===== src/verilog/clc_pkg.sv =====
package clc_pkg;

  // ----------------------------------------
  // timing
  // ----------------------------------------
  localparam int CLK_PERIOD_PS = 5000;
  localparam int WAKE_TIME_US = 4;
  localparam int WAKE_CYC = (WAKE_TIME_US * 1000000 + CLK_PERIOD_PS - 1) / CLK_PERIOD_PS;
  localparam int WAKE_W = 10;
  localparam logic [3:0] SRST_STABLE = 4'h8;
  localparam int FLUSH_LINES = 256;
  localparam logic [7:0] FLUSH_LAST = 8'hff;

  // ----------------------------------------
  // register map
  // ----------------------------------------
  localparam logic [7:0] CTRL_OFS = 8'h00;
  localparam logic [7:0] STATUS_OFS = 8'h04;
  localparam logic [7:0] FILLS_OFS = 8'h08;
  localparam int CTRL_FORCE_WT_BIT = 0;
  localparam int CTRL_MISS_INH_BIT = 1;
  localparam int CTRL_FLUSH_BIT = 2;
  localparam logic [1:0] CTRL_RESET = 2'h0;

  // ----------------------------------------
  // test port
  // ----------------------------------------
  localparam logic [3:0] IR_IDCODE = 4'h1;
  localparam logic [3:0] IR_BYPASS = 4'hf;
  localparam logic [1:0] IR_CAPTURE = 2'h1;
  // arbitrary identity value, bit 0 set as the test port demands
  localparam logic [31:0] ID_VALUE = 32'h00000001;

  typedef enum logic [3:0] {
    CLC_IDLE, CLC_DECIDE, CLC_FILL, CLC_FLUSH, CLC_FLUSH_WB, CLC_LOWPWR, CLC_WAKE
  } clc_dstate_t;

  typedef enum logic [3:0] {
    TAP_RESET, TAP_IDLE, TAP_SEL_DR, TAP_CAP_DR, TAP_SH_DR, TAP_EX1_DR, TAP_PAU_DR, TAP_EX2_DR,
    TAP_UPD_DR, TAP_SEL_IR, TAP_CAP_IR, TAP_SH_IR, TAP_EX1_IR, TAP_PAU_IR, TAP_EX2_IR, TAP_UPD_IR
  } clc_tap_t;

  typedef struct packed {
    logic miss_fill_inhibit;
    logic tag_clear;
    logic update_inhibit;
    logic low_power_request;
    logic soft_reset;
    logic write_through_status;
    logic flush_request;
  } clc_ctl_t;

  typedef struct packed {
    logic tck;
    logic tms;
    logic tdi;
    logic trst_n;
  } clc_jtag_t;

  typedef struct packed {
    logic start_n;
    logic burst_n;
    logic inhibit_n;
    logic error_n;
    logic write;
    logic tag_hit;
    logic fill_done;
    logic line_dirty;
    logic wb_done;
  } clc_bus_t;

  typedef struct packed {
    logic fill_start;
    logic claim;
    logic mark_dirty;
    logic line_inval;
    logic wb_start;
    logic inval_all;
    logic array_gate;
    logic [7:0] flush_index;
  } clc_cmd_t;

  typedef struct packed {
    logic hsel;
    logic [31:0] haddr;
    logic [1:0] htrans;
    logic hwrite;
    logic [2:0] hsize;
    logic [31:0] hwdata;
    logic hready;
  } clc_ahb_req_t;

endpackage


===== src/verilog/clc_control.sv =====
// Decided for this implementation: the register offsets and the AHB-Lite interface to the registers.
`timescale 1ns/10ps
module clc_control (
  input wire logic clk,
  input wire logic reset,
  input wire clc_pkg::clc_ahb_req_t ahb,
  output logic hreadyout,
  output logic hresp,
  output logic [31:0] hrdata,
  input wire clc_pkg::clc_ctl_t ctl,
  input wire clc_pkg::clc_bus_t bus,
  output clc_pkg::clc_cmd_t cmd,
  input wire clc_pkg::clc_jtag_t jtag,
  output logic tdo,
  output logic tdo_oe_n
);

  typedef struct packed {
    clc_pkg::clc_ctl_t ctl_s1;
    clc_pkg::clc_ctl_t ctl_s2;
    clc_pkg::clc_jtag_t jt_s1;
    clc_pkg::clc_jtag_t jt_s2;
    logic tck_d;
    logic [3:0] srst_cnt;
    logic srst_act;
    clc_pkg::clc_dstate_t dst;
    logic burst;
    logic write;
    logic [clc_pkg::WAKE_W-1:0] wake_cnt;
    logic [7:0] flush_idx;
    logic [15:0] fills;
    logic force_wt;
    logic sw_miss_inh;
    logic sw_flush;
    logic a_wr;
    logic [7:0] a_ofs;
    logic [31:0] rdata;
    clc_pkg::clc_cmd_t cmd;
    clc_pkg::clc_tap_t tap;
    logic [3:0] ir;
    logic [3:0] ir_sh;
    logic [31:0] dr_sh;
    logic tdo;
  } clc_state_t;

  clc_state_t st_r;
  clc_state_t st_nxt;

  localparam logic [clc_pkg::WAKE_W-1:0] WAKE_LOAD = clc_pkg::WAKE_W'(clc_pkg::WAKE_CYC - 1);

  logic wt_mode;
  logic miss_inh;
  logic ts;
  logic tck_rise;
  logic tck_fall;
  logic [31:0] status;

  assign wt_mode = ~st_r.ctl_s2.write_through_status | st_r.force_wt;
  assign miss_inh = st_r.ctl_s2.miss_fill_inhibit | st_r.sw_miss_inh;
  assign ts = ~bus.start_n;
  assign tck_rise = st_r.jt_s2.tck & ~st_r.tck_d;
  assign tck_fall = ~st_r.jt_s2.tck & st_r.tck_d;
  assign status = {22'h0, st_r.srst_act, st_r.ctl_s2.update_inhibit, st_r.ctl_s2.tag_clear,
                   st_r.ctl_s2.low_power_request, st_r.dst == clc_pkg::CLC_WAKE, wt_mode, 4'(st_r.dst)};

  assign hreadyout = 1'b1;
  assign hresp = 1'b0;
  assign hrdata = st_r.rdata;
  assign cmd = st_r.cmd;
  assign tdo = st_r.tdo;
  assign tdo_oe_n = ~(st_r.tap == clc_pkg::TAP_SH_DR || st_r.tap == clc_pkg::TAP_SH_IR);

  always_comb begin
    st_nxt = st_r;

    // ----------------------------------------
    // synchronisers
    // ----------------------------------------
    // stage one feeds stage two only
    st_nxt.ctl_s1 = ctl;
    st_nxt.ctl_s2 = st_r.ctl_s1;
    st_nxt.jt_s1 = jtag;
    st_nxt.jt_s2 = st_r.jt_s1;
    st_nxt.tck_d = st_r.jt_s2.tck;

    // two sync stages plus eight stable cycles lands inside 8..16
    if (!st_r.ctl_s2.soft_reset) begin
      st_nxt.srst_cnt = 4'h0;
      st_nxt.srst_act = 1'b0;
    end else if (st_r.srst_cnt != clc_pkg::SRST_STABLE) begin
      st_nxt.srst_cnt = st_r.srst_cnt + 4'h1;
    end else begin
      st_nxt.srst_act = 1'b1;
    end

    // ----------------------------------------
    // register slave
    // ----------------------------------------
    st_nxt.sw_flush = 1'b0;
    if (st_r.a_wr) begin
      if (st_r.a_ofs == clc_pkg::CTRL_OFS) begin
        st_nxt.force_wt = ahb.hwdata[clc_pkg::CTRL_FORCE_WT_BIT];
        st_nxt.sw_miss_inh = ahb.hwdata[clc_pkg::CTRL_MISS_INH_BIT];
        st_nxt.sw_flush = ahb.hwdata[clc_pkg::CTRL_FLUSH_BIT];
      end
    end
    st_nxt.a_wr = 1'b0;
    if (ahb.hsel && ahb.hready && ahb.htrans[1]) begin
      st_nxt.a_wr = ahb.hwrite;
      st_nxt.a_ofs = ahb.haddr[7:0];
      if (ahb.haddr[31:8] != 24'h0) begin
        st_nxt.rdata = 32'h0;
        st_nxt.a_wr = 1'b0;
      end else if (ahb.haddr[7:0] == clc_pkg::CTRL_OFS) begin
        st_nxt.rdata = {29'h0, 1'b0, st_r.sw_miss_inh, st_r.force_wt};
      end else if (ahb.haddr[7:0] == clc_pkg::STATUS_OFS) begin
        st_nxt.rdata = status;
      end else if (ahb.haddr[7:0] == clc_pkg::FILLS_OFS) begin
        st_nxt.rdata = {16'h0, st_r.fills};
      end else begin
        st_nxt.rdata = 32'h0;
      end
    end

    // ----------------------------------------
    // cache control
    // ----------------------------------------
    st_nxt.cmd.fill_start = 1'b0;
    st_nxt.cmd.claim = 1'b0;
    st_nxt.cmd.mark_dirty = 1'b0;
    st_nxt.cmd.line_inval = 1'b0;
    st_nxt.cmd.wb_start = 1'b0;
    st_nxt.cmd.inval_all = 1'b0;

    if (st_r.ctl_s2.tag_clear) begin
      // held in reset for as long as the input stays up
      st_nxt.cmd.inval_all = 1'b1;
      st_nxt.dst = clc_pkg::CLC_IDLE;
      st_nxt.flush_idx = 8'h0;
      st_nxt.cmd.array_gate = 1'b0;
    end else if (st_r.ctl_s2.update_inhibit) begin
      // everything cache-side stays as it was; bus is not watched
      st_nxt.cmd = st_r.cmd;
      st_nxt.sw_flush = st_r.sw_flush | st_nxt.sw_flush;
    end else if (st_r.ctl_s2.low_power_request) begin
      // clock will be stopped outside; freeze array ports first
      st_nxt.dst = clc_pkg::CLC_LOWPWR;
      st_nxt.cmd.array_gate = 1'b1;
      st_nxt.wake_cnt = WAKE_LOAD;
    end else if (st_r.dst == clc_pkg::CLC_LOWPWR) begin
      st_nxt.dst = clc_pkg::CLC_WAKE;
    end else if (st_r.dst == clc_pkg::CLC_WAKE) begin
      // no answer to the bus until the full wake time is spent
      if (st_r.wake_cnt == '0) begin
        st_nxt.dst = clc_pkg::CLC_IDLE;
        st_nxt.cmd.array_gate = 1'b0;
      end else begin
        st_nxt.wake_cnt = st_r.wake_cnt - 1'b1;
      end
    end else if (st_r.srst_act) begin
      st_nxt.dst = clc_pkg::CLC_IDLE;
    end else begin
      case (st_r.dst)
        clc_pkg::CLC_IDLE: begin
          if (ts) begin
            st_nxt.burst = ~bus.burst_n;
            st_nxt.write = bus.write;
            st_nxt.dst = clc_pkg::CLC_DECIDE;
          end else if (st_r.ctl_s2.flush_request || st_r.sw_flush) begin
            st_nxt.flush_idx = 8'h0;
            st_nxt.dst = clc_pkg::CLC_FLUSH;
          end
        end
        clc_pkg::CLC_DECIDE: begin
          st_nxt.dst = clc_pkg::CLC_IDLE;
          if (!bus.error_n) begin
            st_nxt.dst = clc_pkg::CLC_IDLE;
          end else if (bus.tag_hit) begin
            if (!st_r.burst) begin
              st_nxt.cmd.line_inval = 1'b1;
            end else if (st_r.write) begin
              st_nxt.cmd.mark_dirty = ~wt_mode;
            end else begin
              st_nxt.cmd.claim = 1'b1;
            end
          end else if (st_r.burst && bus.inhibit_n && !miss_inh) begin
            st_nxt.cmd.fill_start = 1'b1;
            st_nxt.fills = st_r.fills + 16'h1;
            st_nxt.dst = clc_pkg::CLC_FILL;
          end
        end
        clc_pkg::CLC_FILL: begin
          if (bus.fill_done || !bus.error_n) begin
            st_nxt.dst = clc_pkg::CLC_IDLE;
          end
        end
        clc_pkg::CLC_FLUSH: begin
          if (bus.line_dirty && !wt_mode) begin
            st_nxt.cmd.wb_start = 1'b1;
            st_nxt.dst = clc_pkg::CLC_FLUSH_WB;
          end else if (st_r.flush_idx == clc_pkg::FLUSH_LAST) begin
            st_nxt.cmd.inval_all = 1'b1;
            st_nxt.dst = clc_pkg::CLC_IDLE;
          end else begin
            st_nxt.flush_idx = st_r.flush_idx + 8'h1;
          end
        end
        clc_pkg::CLC_FLUSH_WB: begin
          if (bus.wb_done) begin
            if (st_r.flush_idx == clc_pkg::FLUSH_LAST) begin
              st_nxt.cmd.inval_all = 1'b1;
              st_nxt.dst = clc_pkg::CLC_IDLE;
            end else begin
              st_nxt.flush_idx = st_r.flush_idx + 8'h1;
              st_nxt.dst = clc_pkg::CLC_FLUSH;
            end
          end
        end
        default: begin
          st_nxt.dst = clc_pkg::CLC_IDLE;
        end
      endcase
    end
    st_nxt.cmd.flush_index = st_nxt.flush_idx;

    // ----------------------------------------
    // test port, stepped on synchronised test clock edges
    // ----------------------------------------
    if (!st_r.jt_s2.trst_n) begin
      st_nxt.tap = clc_pkg::TAP_RESET;
      st_nxt.ir = clc_pkg::IR_IDCODE;
    end else if (tck_rise) begin
      case (st_r.tap)
        clc_pkg::TAP_CAP_DR: begin
          st_nxt.dr_sh = (st_r.ir == clc_pkg::IR_IDCODE) ? clc_pkg::ID_VALUE : 32'h0;
        end
        clc_pkg::TAP_SH_DR: begin
          if (st_r.ir == clc_pkg::IR_IDCODE) begin
            st_nxt.dr_sh = {st_r.jt_s2.tdi, st_r.dr_sh[31:1]};
          end else begin
            st_nxt.dr_sh = {31'h0, st_r.jt_s2.tdi};
          end
        end
        clc_pkg::TAP_CAP_IR: begin
          st_nxt.ir_sh = {2'h0, clc_pkg::IR_CAPTURE};
        end
        clc_pkg::TAP_SH_IR: begin
          st_nxt.ir_sh = {st_r.jt_s2.tdi, st_r.ir_sh[3:1]};
        end
        clc_pkg::TAP_UPD_IR: begin
          st_nxt.ir = st_r.ir_sh;
        end
        clc_pkg::TAP_RESET: begin
          st_nxt.ir = clc_pkg::IR_IDCODE;
        end
        default: begin
        end
      endcase
      case (st_r.tap)
        clc_pkg::TAP_RESET: st_nxt.tap = st_r.jt_s2.tms ? clc_pkg::TAP_RESET : clc_pkg::TAP_IDLE;
        clc_pkg::TAP_IDLE: st_nxt.tap = st_r.jt_s2.tms ? clc_pkg::TAP_SEL_DR : clc_pkg::TAP_IDLE;
        clc_pkg::TAP_SEL_DR: st_nxt.tap = st_r.jt_s2.tms ? clc_pkg::TAP_SEL_IR : clc_pkg::TAP_CAP_DR;
        clc_pkg::TAP_CAP_DR: st_nxt.tap = st_r.jt_s2.tms ? clc_pkg::TAP_EX1_DR : clc_pkg::TAP_SH_DR;
        clc_pkg::TAP_SH_DR: st_nxt.tap = st_r.jt_s2.tms ? clc_pkg::TAP_EX1_DR : clc_pkg::TAP_SH_DR;
        clc_pkg::TAP_EX1_DR: st_nxt.tap = st_r.jt_s2.tms ? clc_pkg::TAP_UPD_DR : clc_pkg::TAP_PAU_DR;
        clc_pkg::TAP_PAU_DR: st_nxt.tap = st_r.jt_s2.tms ? clc_pkg::TAP_EX2_DR : clc_pkg::TAP_PAU_DR;
        clc_pkg::TAP_EX2_DR: st_nxt.tap = st_r.jt_s2.tms ? clc_pkg::TAP_UPD_DR : clc_pkg::TAP_SH_DR;
        clc_pkg::TAP_UPD_DR: st_nxt.tap = st_r.jt_s2.tms ? clc_pkg::TAP_SEL_DR : clc_pkg::TAP_IDLE;
        clc_pkg::TAP_SEL_IR: st_nxt.tap = st_r.jt_s2.tms ? clc_pkg::TAP_RESET : clc_pkg::TAP_CAP_IR;
        clc_pkg::TAP_CAP_IR: st_nxt.tap = st_r.jt_s2.tms ? clc_pkg::TAP_EX1_IR : clc_pkg::TAP_SH_IR;
        clc_pkg::TAP_SH_IR: st_nxt.tap = st_r.jt_s2.tms ? clc_pkg::TAP_EX1_IR : clc_pkg::TAP_SH_IR;
        clc_pkg::TAP_EX1_IR: st_nxt.tap = st_r.jt_s2.tms ? clc_pkg::TAP_UPD_IR : clc_pkg::TAP_PAU_IR;
        clc_pkg::TAP_PAU_IR: st_nxt.tap = st_r.jt_s2.tms ? clc_pkg::TAP_EX2_IR : clc_pkg::TAP_PAU_IR;
        clc_pkg::TAP_EX2_IR: st_nxt.tap = st_r.jt_s2.tms ? clc_pkg::TAP_UPD_IR : clc_pkg::TAP_SH_IR;
        default: st_nxt.tap = st_r.jt_s2.tms ? clc_pkg::TAP_SEL_DR : clc_pkg::TAP_IDLE;
      endcase
    end else if (tck_fall) begin
      // output moves on the falling test clock edge
      if (st_r.tap == clc_pkg::TAP_SH_IR) begin
        st_nxt.tdo = st_r.ir_sh[0];
      end else if (st_r.tap == clc_pkg::TAP_SH_DR) begin
        st_nxt.tdo = st_r.dr_sh[0];
      end
    end
  end

  // reset values are all zero: idle, reset tap, no commands
  always_ff @(posedge clk) begin
    if (reset) begin
      st_r <= '0;
    end else begin
      st_r <= st_nxt;
    end
  end

endmodule


===== config.mk =====
export PLATFORM = sky130hd
export DESIGN_NAME = clc_control
export DESIGN_NICKNAME = d
export VERILOG_FILES = /design/src/verilog/clc_pkg.sv /design/src/verilog/clc_control.sv
export SDC_FILE = /design/constraint.sdc
export NUM_CORES = 1
export LEC_CHECK = 0
export BUFFER_PORTS_ARGS = -buffer_cell sky130_fd_sc_hd__buf_2
export CAP_MARGIN = 0
export CORE_MARGIN = 1
export CORE_UTILIZATION = 45
export CTS_CLUSTER_DIAMETER = 40
export CTS_CLUSTER_SIZE = 25
export DETAILED_ROUTE_END_ITERATION = 8
export PLACE_DENSITY = 0.73
export REMOVE_ABC_BUFFERS = 1
export SLEW_MARGIN = 0
export SYNTH_ARGS = -nofsm -noshare
export SYNTH_HDL_FRONTEND = slang
export SYNTH_SLANG_ARGS = --single-unit

===== constraint.sdc =====
create_clock -name clk -period 3.2 [get_ports clk]
set_input_delay 0.16 -clock clk [delete_from_list [all_inputs] [get_ports clk]]
set_output_delay 0.16 -clock clk [all_outputs]
set_load 0.03 [all_outputs]

# ---- Word-level counts from Yosys, hierarchy flattened
# Cells that the tools add are included.
dict set report op_classes {
  n_mux 92
  reduce_logical 42
  bitwise_logic 23
  n_addsub 4
  n_eq_ne 38
}
# op count
set op_table {}
lappend op_table {{16-bit 2-to-1 mux} 8}
lappend op_table {{24-bit 2-to-1 mux} 4}
lappend op_table {{4-bit 2-to-1 mux} 19}
lappend op_table {{32-bit one-hot mux with 2 select lines} 1}
lappend op_table {{4-bit one-hot mux with 11 select lines} 1}
lappend op_table {{8-bit 2-to-1 mux} 5}
lappend op_table {{37-bit 2-to-1 mux} 1}
lappend op_table {{36-bit 2-to-1 mux} 1}
lappend op_table {{32-bit 2-to-1 mux} 1}
lappend op_table {{10-bit 2-to-1 mux} 3}
lappend op_table {{4-bit by 3-bit == test with 1-bit output, second input constant} 7}
lappend op_table {{4-bit == test, second input constant} 7}
lappend op_table {{1-bit 2-to-1 mux} 24}
lappend op_table {{2-bit 2-to-1 mux} 12}
lappend op_table {{8-bit one-hot mux with 3 select lines} 1}
lappend op_table {{24-bit nonzero test} 1}
lappend op_table {{4-bit one-hot mux with 5 select lines} 1}
lappend op_table {{10-bit AND reduction} 2}
lappend op_table {{6-bit 2-to-1 mux} 3}
lappend op_table {{1-bit NOT} 18}
lappend op_table {{16-bit by 1-bit adder with 16-bit output, second input constant} 1}
lappend op_table {{4-bit by 2-bit == test with 1-bit output, second input constant} 4}
lappend op_table {{8-bit zero test} 2}
lappend op_table {{4-bit one-hot mux with 2 select lines} 2}
lappend op_table {{34 further kinds} 70}
dict set report word_totals {
  out_inout_bits 51
  reg_bits 164
}

# ---- Longest topological paths before layout
dict set report depth {
  depth_word 14
  mapped_depth 8
  ltp_nobuf 7
}

# ---- Worst setup path before layout
# Ideal clock, no wire load.
dict set report synth_path {
  path_type {register to register}
  startpoint {reg st_r[162] (netlist name)}
  endpoint {reg st_r[119] (netlist name)}
  setup_ns 0.070
  synth_period_minus_slack_ns 1.907
  setup_slack_ns 1.293
  stages_incl_launch_ff 9
  n_path_buf 2
  required_time_ns 3.130
  t_arrival_ns 1.836
  cell_sequence {dfxtp_1 -> buf_6 -> or3_1 -> a211oi_2 -> and4_1 -> buf_4 -> nand2_2 -> or3_1 -> a21oi_1}
}
dict set report synth_via {
  elab_chain_cells 2
}
# item line
set synth_rtl {}
lappend synth_rtl {{start, declared} clc_control.sv:46} ;# clc_state_t st_r;
lappend synth_rtl {{start signal, assigned} clc_control.sv:292} ;# st_r <= st_nxt;
lappend synth_rtl {{1-bit NOT (no line)} --}
lappend synth_rtl {{10-bit AND reduction (no line)} --}
# Every way passes these cells.
# A chain may end at the register's enable or synchronous reset.

# ---- Worst setup path after layout
dict set report layout_path {
  startpoint {reg st_r[140] (netlist name)}
  endpoint {reg st_r[119] (netlist name)}
}
dict set report layout_via {
  elab_chain_cells 3
}
# item line
set layout_rtl {}
lappend layout_rtl {{4-bit by 3-bit == test with 1-bit output (on tied branches)} {clc_control.sv:150, clc_control.sv:152}}
lappend layout_rtl {{1-bit NOT (no line)} --}
lappend layout_rtl {{10-bit AND reduction (no line) (*)} --}
# Mark *: on every way between the ends. The rest lies on a longest branch, timed or not.

==> metrics.md <==
| Metric | Value |
|---|---|
| Max Fclk | 0.4107 GHz |
| Clock-pin slew on the worst setup and hold paths | 60 ps |
| Post-Synthesis Mean Instance Area | 8.214 µm² |
| Post-synthesis instance area | 6686 µm² |
| Critical Path Sink Type | flop |
| Most used flip-flop cell after synthesis | dfxtp_1 |
| Number of buffers added on ports | 93 |
| CORE AREA | 14530 µm² |
| Yosys warning total | 0 |
| Crit path arrival time | 2790 ps |
| Via Count | 5769 |
| Clk_lat worst skew | 420 ps |
| Remaining antenna violation count after routing | 0 |
| Worst reg2reg path depth | 6 |
| Measured slew at the worst slew-check pin | 1005 ps |
| Vias per std cell | 5.377 |
| Number of levels in the clock H-tree | 4 |
| Count of flip-flops with a built-in enable after synthesis | 0 |
| Number of antenna diodes | 0 |
| Fraction of layout instances using a drive strength above 1 | 0.1597 |
| Root Buffer | clkbuf_16 |
| Power density over the cells | 542.0 nW/µm² |
| Summed area of non-filler cells in the final layout | 7779 µm² |
| Worst setup skew after layout | 7.144 ps |
| Reg2Reg Setup Slack | 760 ps |
| Hold Path Stages | 4 |
| Leakage power figure | 0.003025 µW |
| Die ar. | 15350 µm² |
| CP max FO | 13 |
| Startpoint kind of the worst setup timing path | flop |
| Half-perimeter wire length after detailed placement | 9.892 mm |
| Post-detailed-route wirelength per cell | 13.95 µm |
| Most frequent standard cell in the layout excluding fill and tap cells | dfxtp_1 |
| Number of failing setup endpoints in the final timing report | 0 |
| Number of failing hold endpoints at the final stage | 0 |
| Via count of the first global-routing pass | 5234 |
| Class of the tightest hold or removal check | in2reg |
| Most frequent cells in the layout | dfxtp_1, nor2_1, buf_2, nand2_1, a21oi_1 |
| Routed Wire Length | 14.97 mm |
| Final Max Tran Viols | 0 |
| Gate count after technology mapping | 814 |
| Total congestion overflow | 0 |
| Max-cap check violation count | 0 |
| DRC | 0 |
| DIE HEIGHT | 123.9 µm |
| Maximum vdd ir drop | 0.0003965 V |
| Width of the die | 123.9 µm |
| Maximum number of pins on one net before global-route repair | 72 |
| # IOs | 145 |
| Count of cell types in the netlist | 58 |
| Tot Pwr | 4216 µW |
| Run status | finished, final reports clean |
| Count of buffers added by post-CTS timing repair for setup | 0 |
| Setup repair after global routing missed its margin | no |
| Final period demand of the worst path | 2435 ps |
| Clock Sink Count | 147 |
| Gp weighted congestion | 0.8432 |
| Global-route total usage across every layer | 0.2032 |
| TritonCTS clock tree | done |
| Area post-placement | 6950 µm² |
| Initial antenna violation count | 0 |
| Number of buffers between clock root and the deepest sink | 2 |
| Initial cell density of the core | 0.4601 |
| FF+latch count, synth | 147 |
| Core Util, Final | 0.5352 |
| Seq/Total Area, Yosys | 0.4401 |
| Iter 0 DRT Violations | 388 |
| Detailed-routing iteration count for the pre-antenna-repair pass | 5 |
| Crit share post-route | 0.7610 |
| # resized after CTS | 0 |
| Critical Path RT | 3560 ps |
| Crit Path Category | reg2reg |
| Cts bufs inserted | 17 |
| Worst hold margin | 39.80 ps |
| Max-Slew Margin vs Limit | 0.3298 |
| Site row count | 44 |
| Asr flop ratio synth | 0 |
| Wire length of the first global-routing pass | 24.43 mm |
| Nets@finish | 976 |
| Total negative slack for setup checks | 0 ps |
| P&R area growth vs syn | 16.34% |
==> power by group <==
| group | internal [µW] | leakage [µW] | total, µW | switching, µW |
|---|---|---|---|---|
| Combinational | 132 | 0.00155 | 328 | 196 |
| Clock | 1210 | 0.000286 | 1990 | 777 |
| Sequential | 1860 | 0.00119 | 1900 | 35.8 |
==> through the flow <==
step,setup slack (ps),instances
6_report,764.8,1073
5_1_grt,633.3,1073
4_1_cts,801.0,1073
3_5_place_dp,827.4,1018
3_3_place_gp,825.3,1018
2_1_floorplan,726.6,733
==> final cells by class <==
type | count | area, µm²
Clock buffer | 21 | 470.5
Clock inverter | 11 | 127.6
Fill cell | 1356 | 6755
Inverter | 14 | 52.55
Multi-Input combinational cell | 572 | 3184
Sequential cell | 147 | 2943
Tap cell | 184 | 230.2
Timing Repair Buffer | 124 | 770.7
==> cell usage after synthesis (4+ instances only) <==
cell	count	area share
dfxtp_1	147	0.44
nor2_1	124	0.070
a22oi_1	52	0.058
a21oi_1	53	0.040
nor4b_1	4	0.0052
mux2i_1	5	0.0075
buf_4	51	0.057
clkbuf_1	40	0.022
nand2b_1	12	0.011
nor3_1	18	0.013
nand3_1	21	0.016
a31oi_1	8	0.0075
nand4_1	9	0.0084
a32oi_1	4	0.0052
nand3b_1	7	0.0079
nor4_1	16	0.015
xor2_1	13	0.017
xnor2_1	6	0.0079
ha_1	6	0.011
nand2_1	65	0.036
nor2b_1	32	0.030
and3_1	7	0.0065
o21ai_0	42	0.031
inv_1	14	0.0079
==> cells by family after synthesis <==
| kind of cell | Yosys count | share of synthesized area |
|---|---|---|
| buffers and inverters | 111 | 0.09263 |
| AO/OA/AOI/OAI | 184 | 0.1746 |
| AND/OR/NAND/NOR | 340 | 0.2479 |
| flip-flops | 147 | 0.4401 |
| adder cells (fa/ha/maj) | 6 | 0.01123 |
| multiplexers | 5 | 0.007485 |
| XOR/XNOR | 19 | 0.02489 |
| other | 2 | 0.001123 |
==> state kept, by name (all words and copies together) (netlist names) <==
signal and flops:
hrdata 16, st_nxt 12, cmd 15, tdo 1
st_r 103
==> repair_timing <==
action / 4_1_cts / 5_1_grt
setup endpoints to repair: 0 / 0
hold buffers: 23 / 0
hold endpoints to repair: 23 / 0
==> critical path, stage by stage, from the launching register on <==
cell and delay (ps):
dfxtp_1 580, nand4bb_1 200, nor4_2 580, and4_1 480, nand2_2 80, or3_1 310, a21oi_1 130
==> final timing paths <==
path	from	endpoint
worst max-delay path	st_r[140]	st_r[119]
worst min-delay path	ahb[67]	st_r[100]
worst max register to register	st_r[140]	st_r[119]
worst min register to register	st_nxt[162]	st_r[162]
==> per-layer routing <==
| metal | global-route usage | vias up | wire (µm) |
|---|---|---|---|
| li1 | - | 2897 | - |
| met1 | 0.2423 | 2685 | 6608 |
| met2 | 0.3451 | 166 | 7334 |
| met3 | 0.04853 | 21 | 756 |
| met4 | 0.09226 | 0 | 267 |
| met5 | 0 | - | 0 |
No activity file was read; power rests on OpenSTA's default activity.
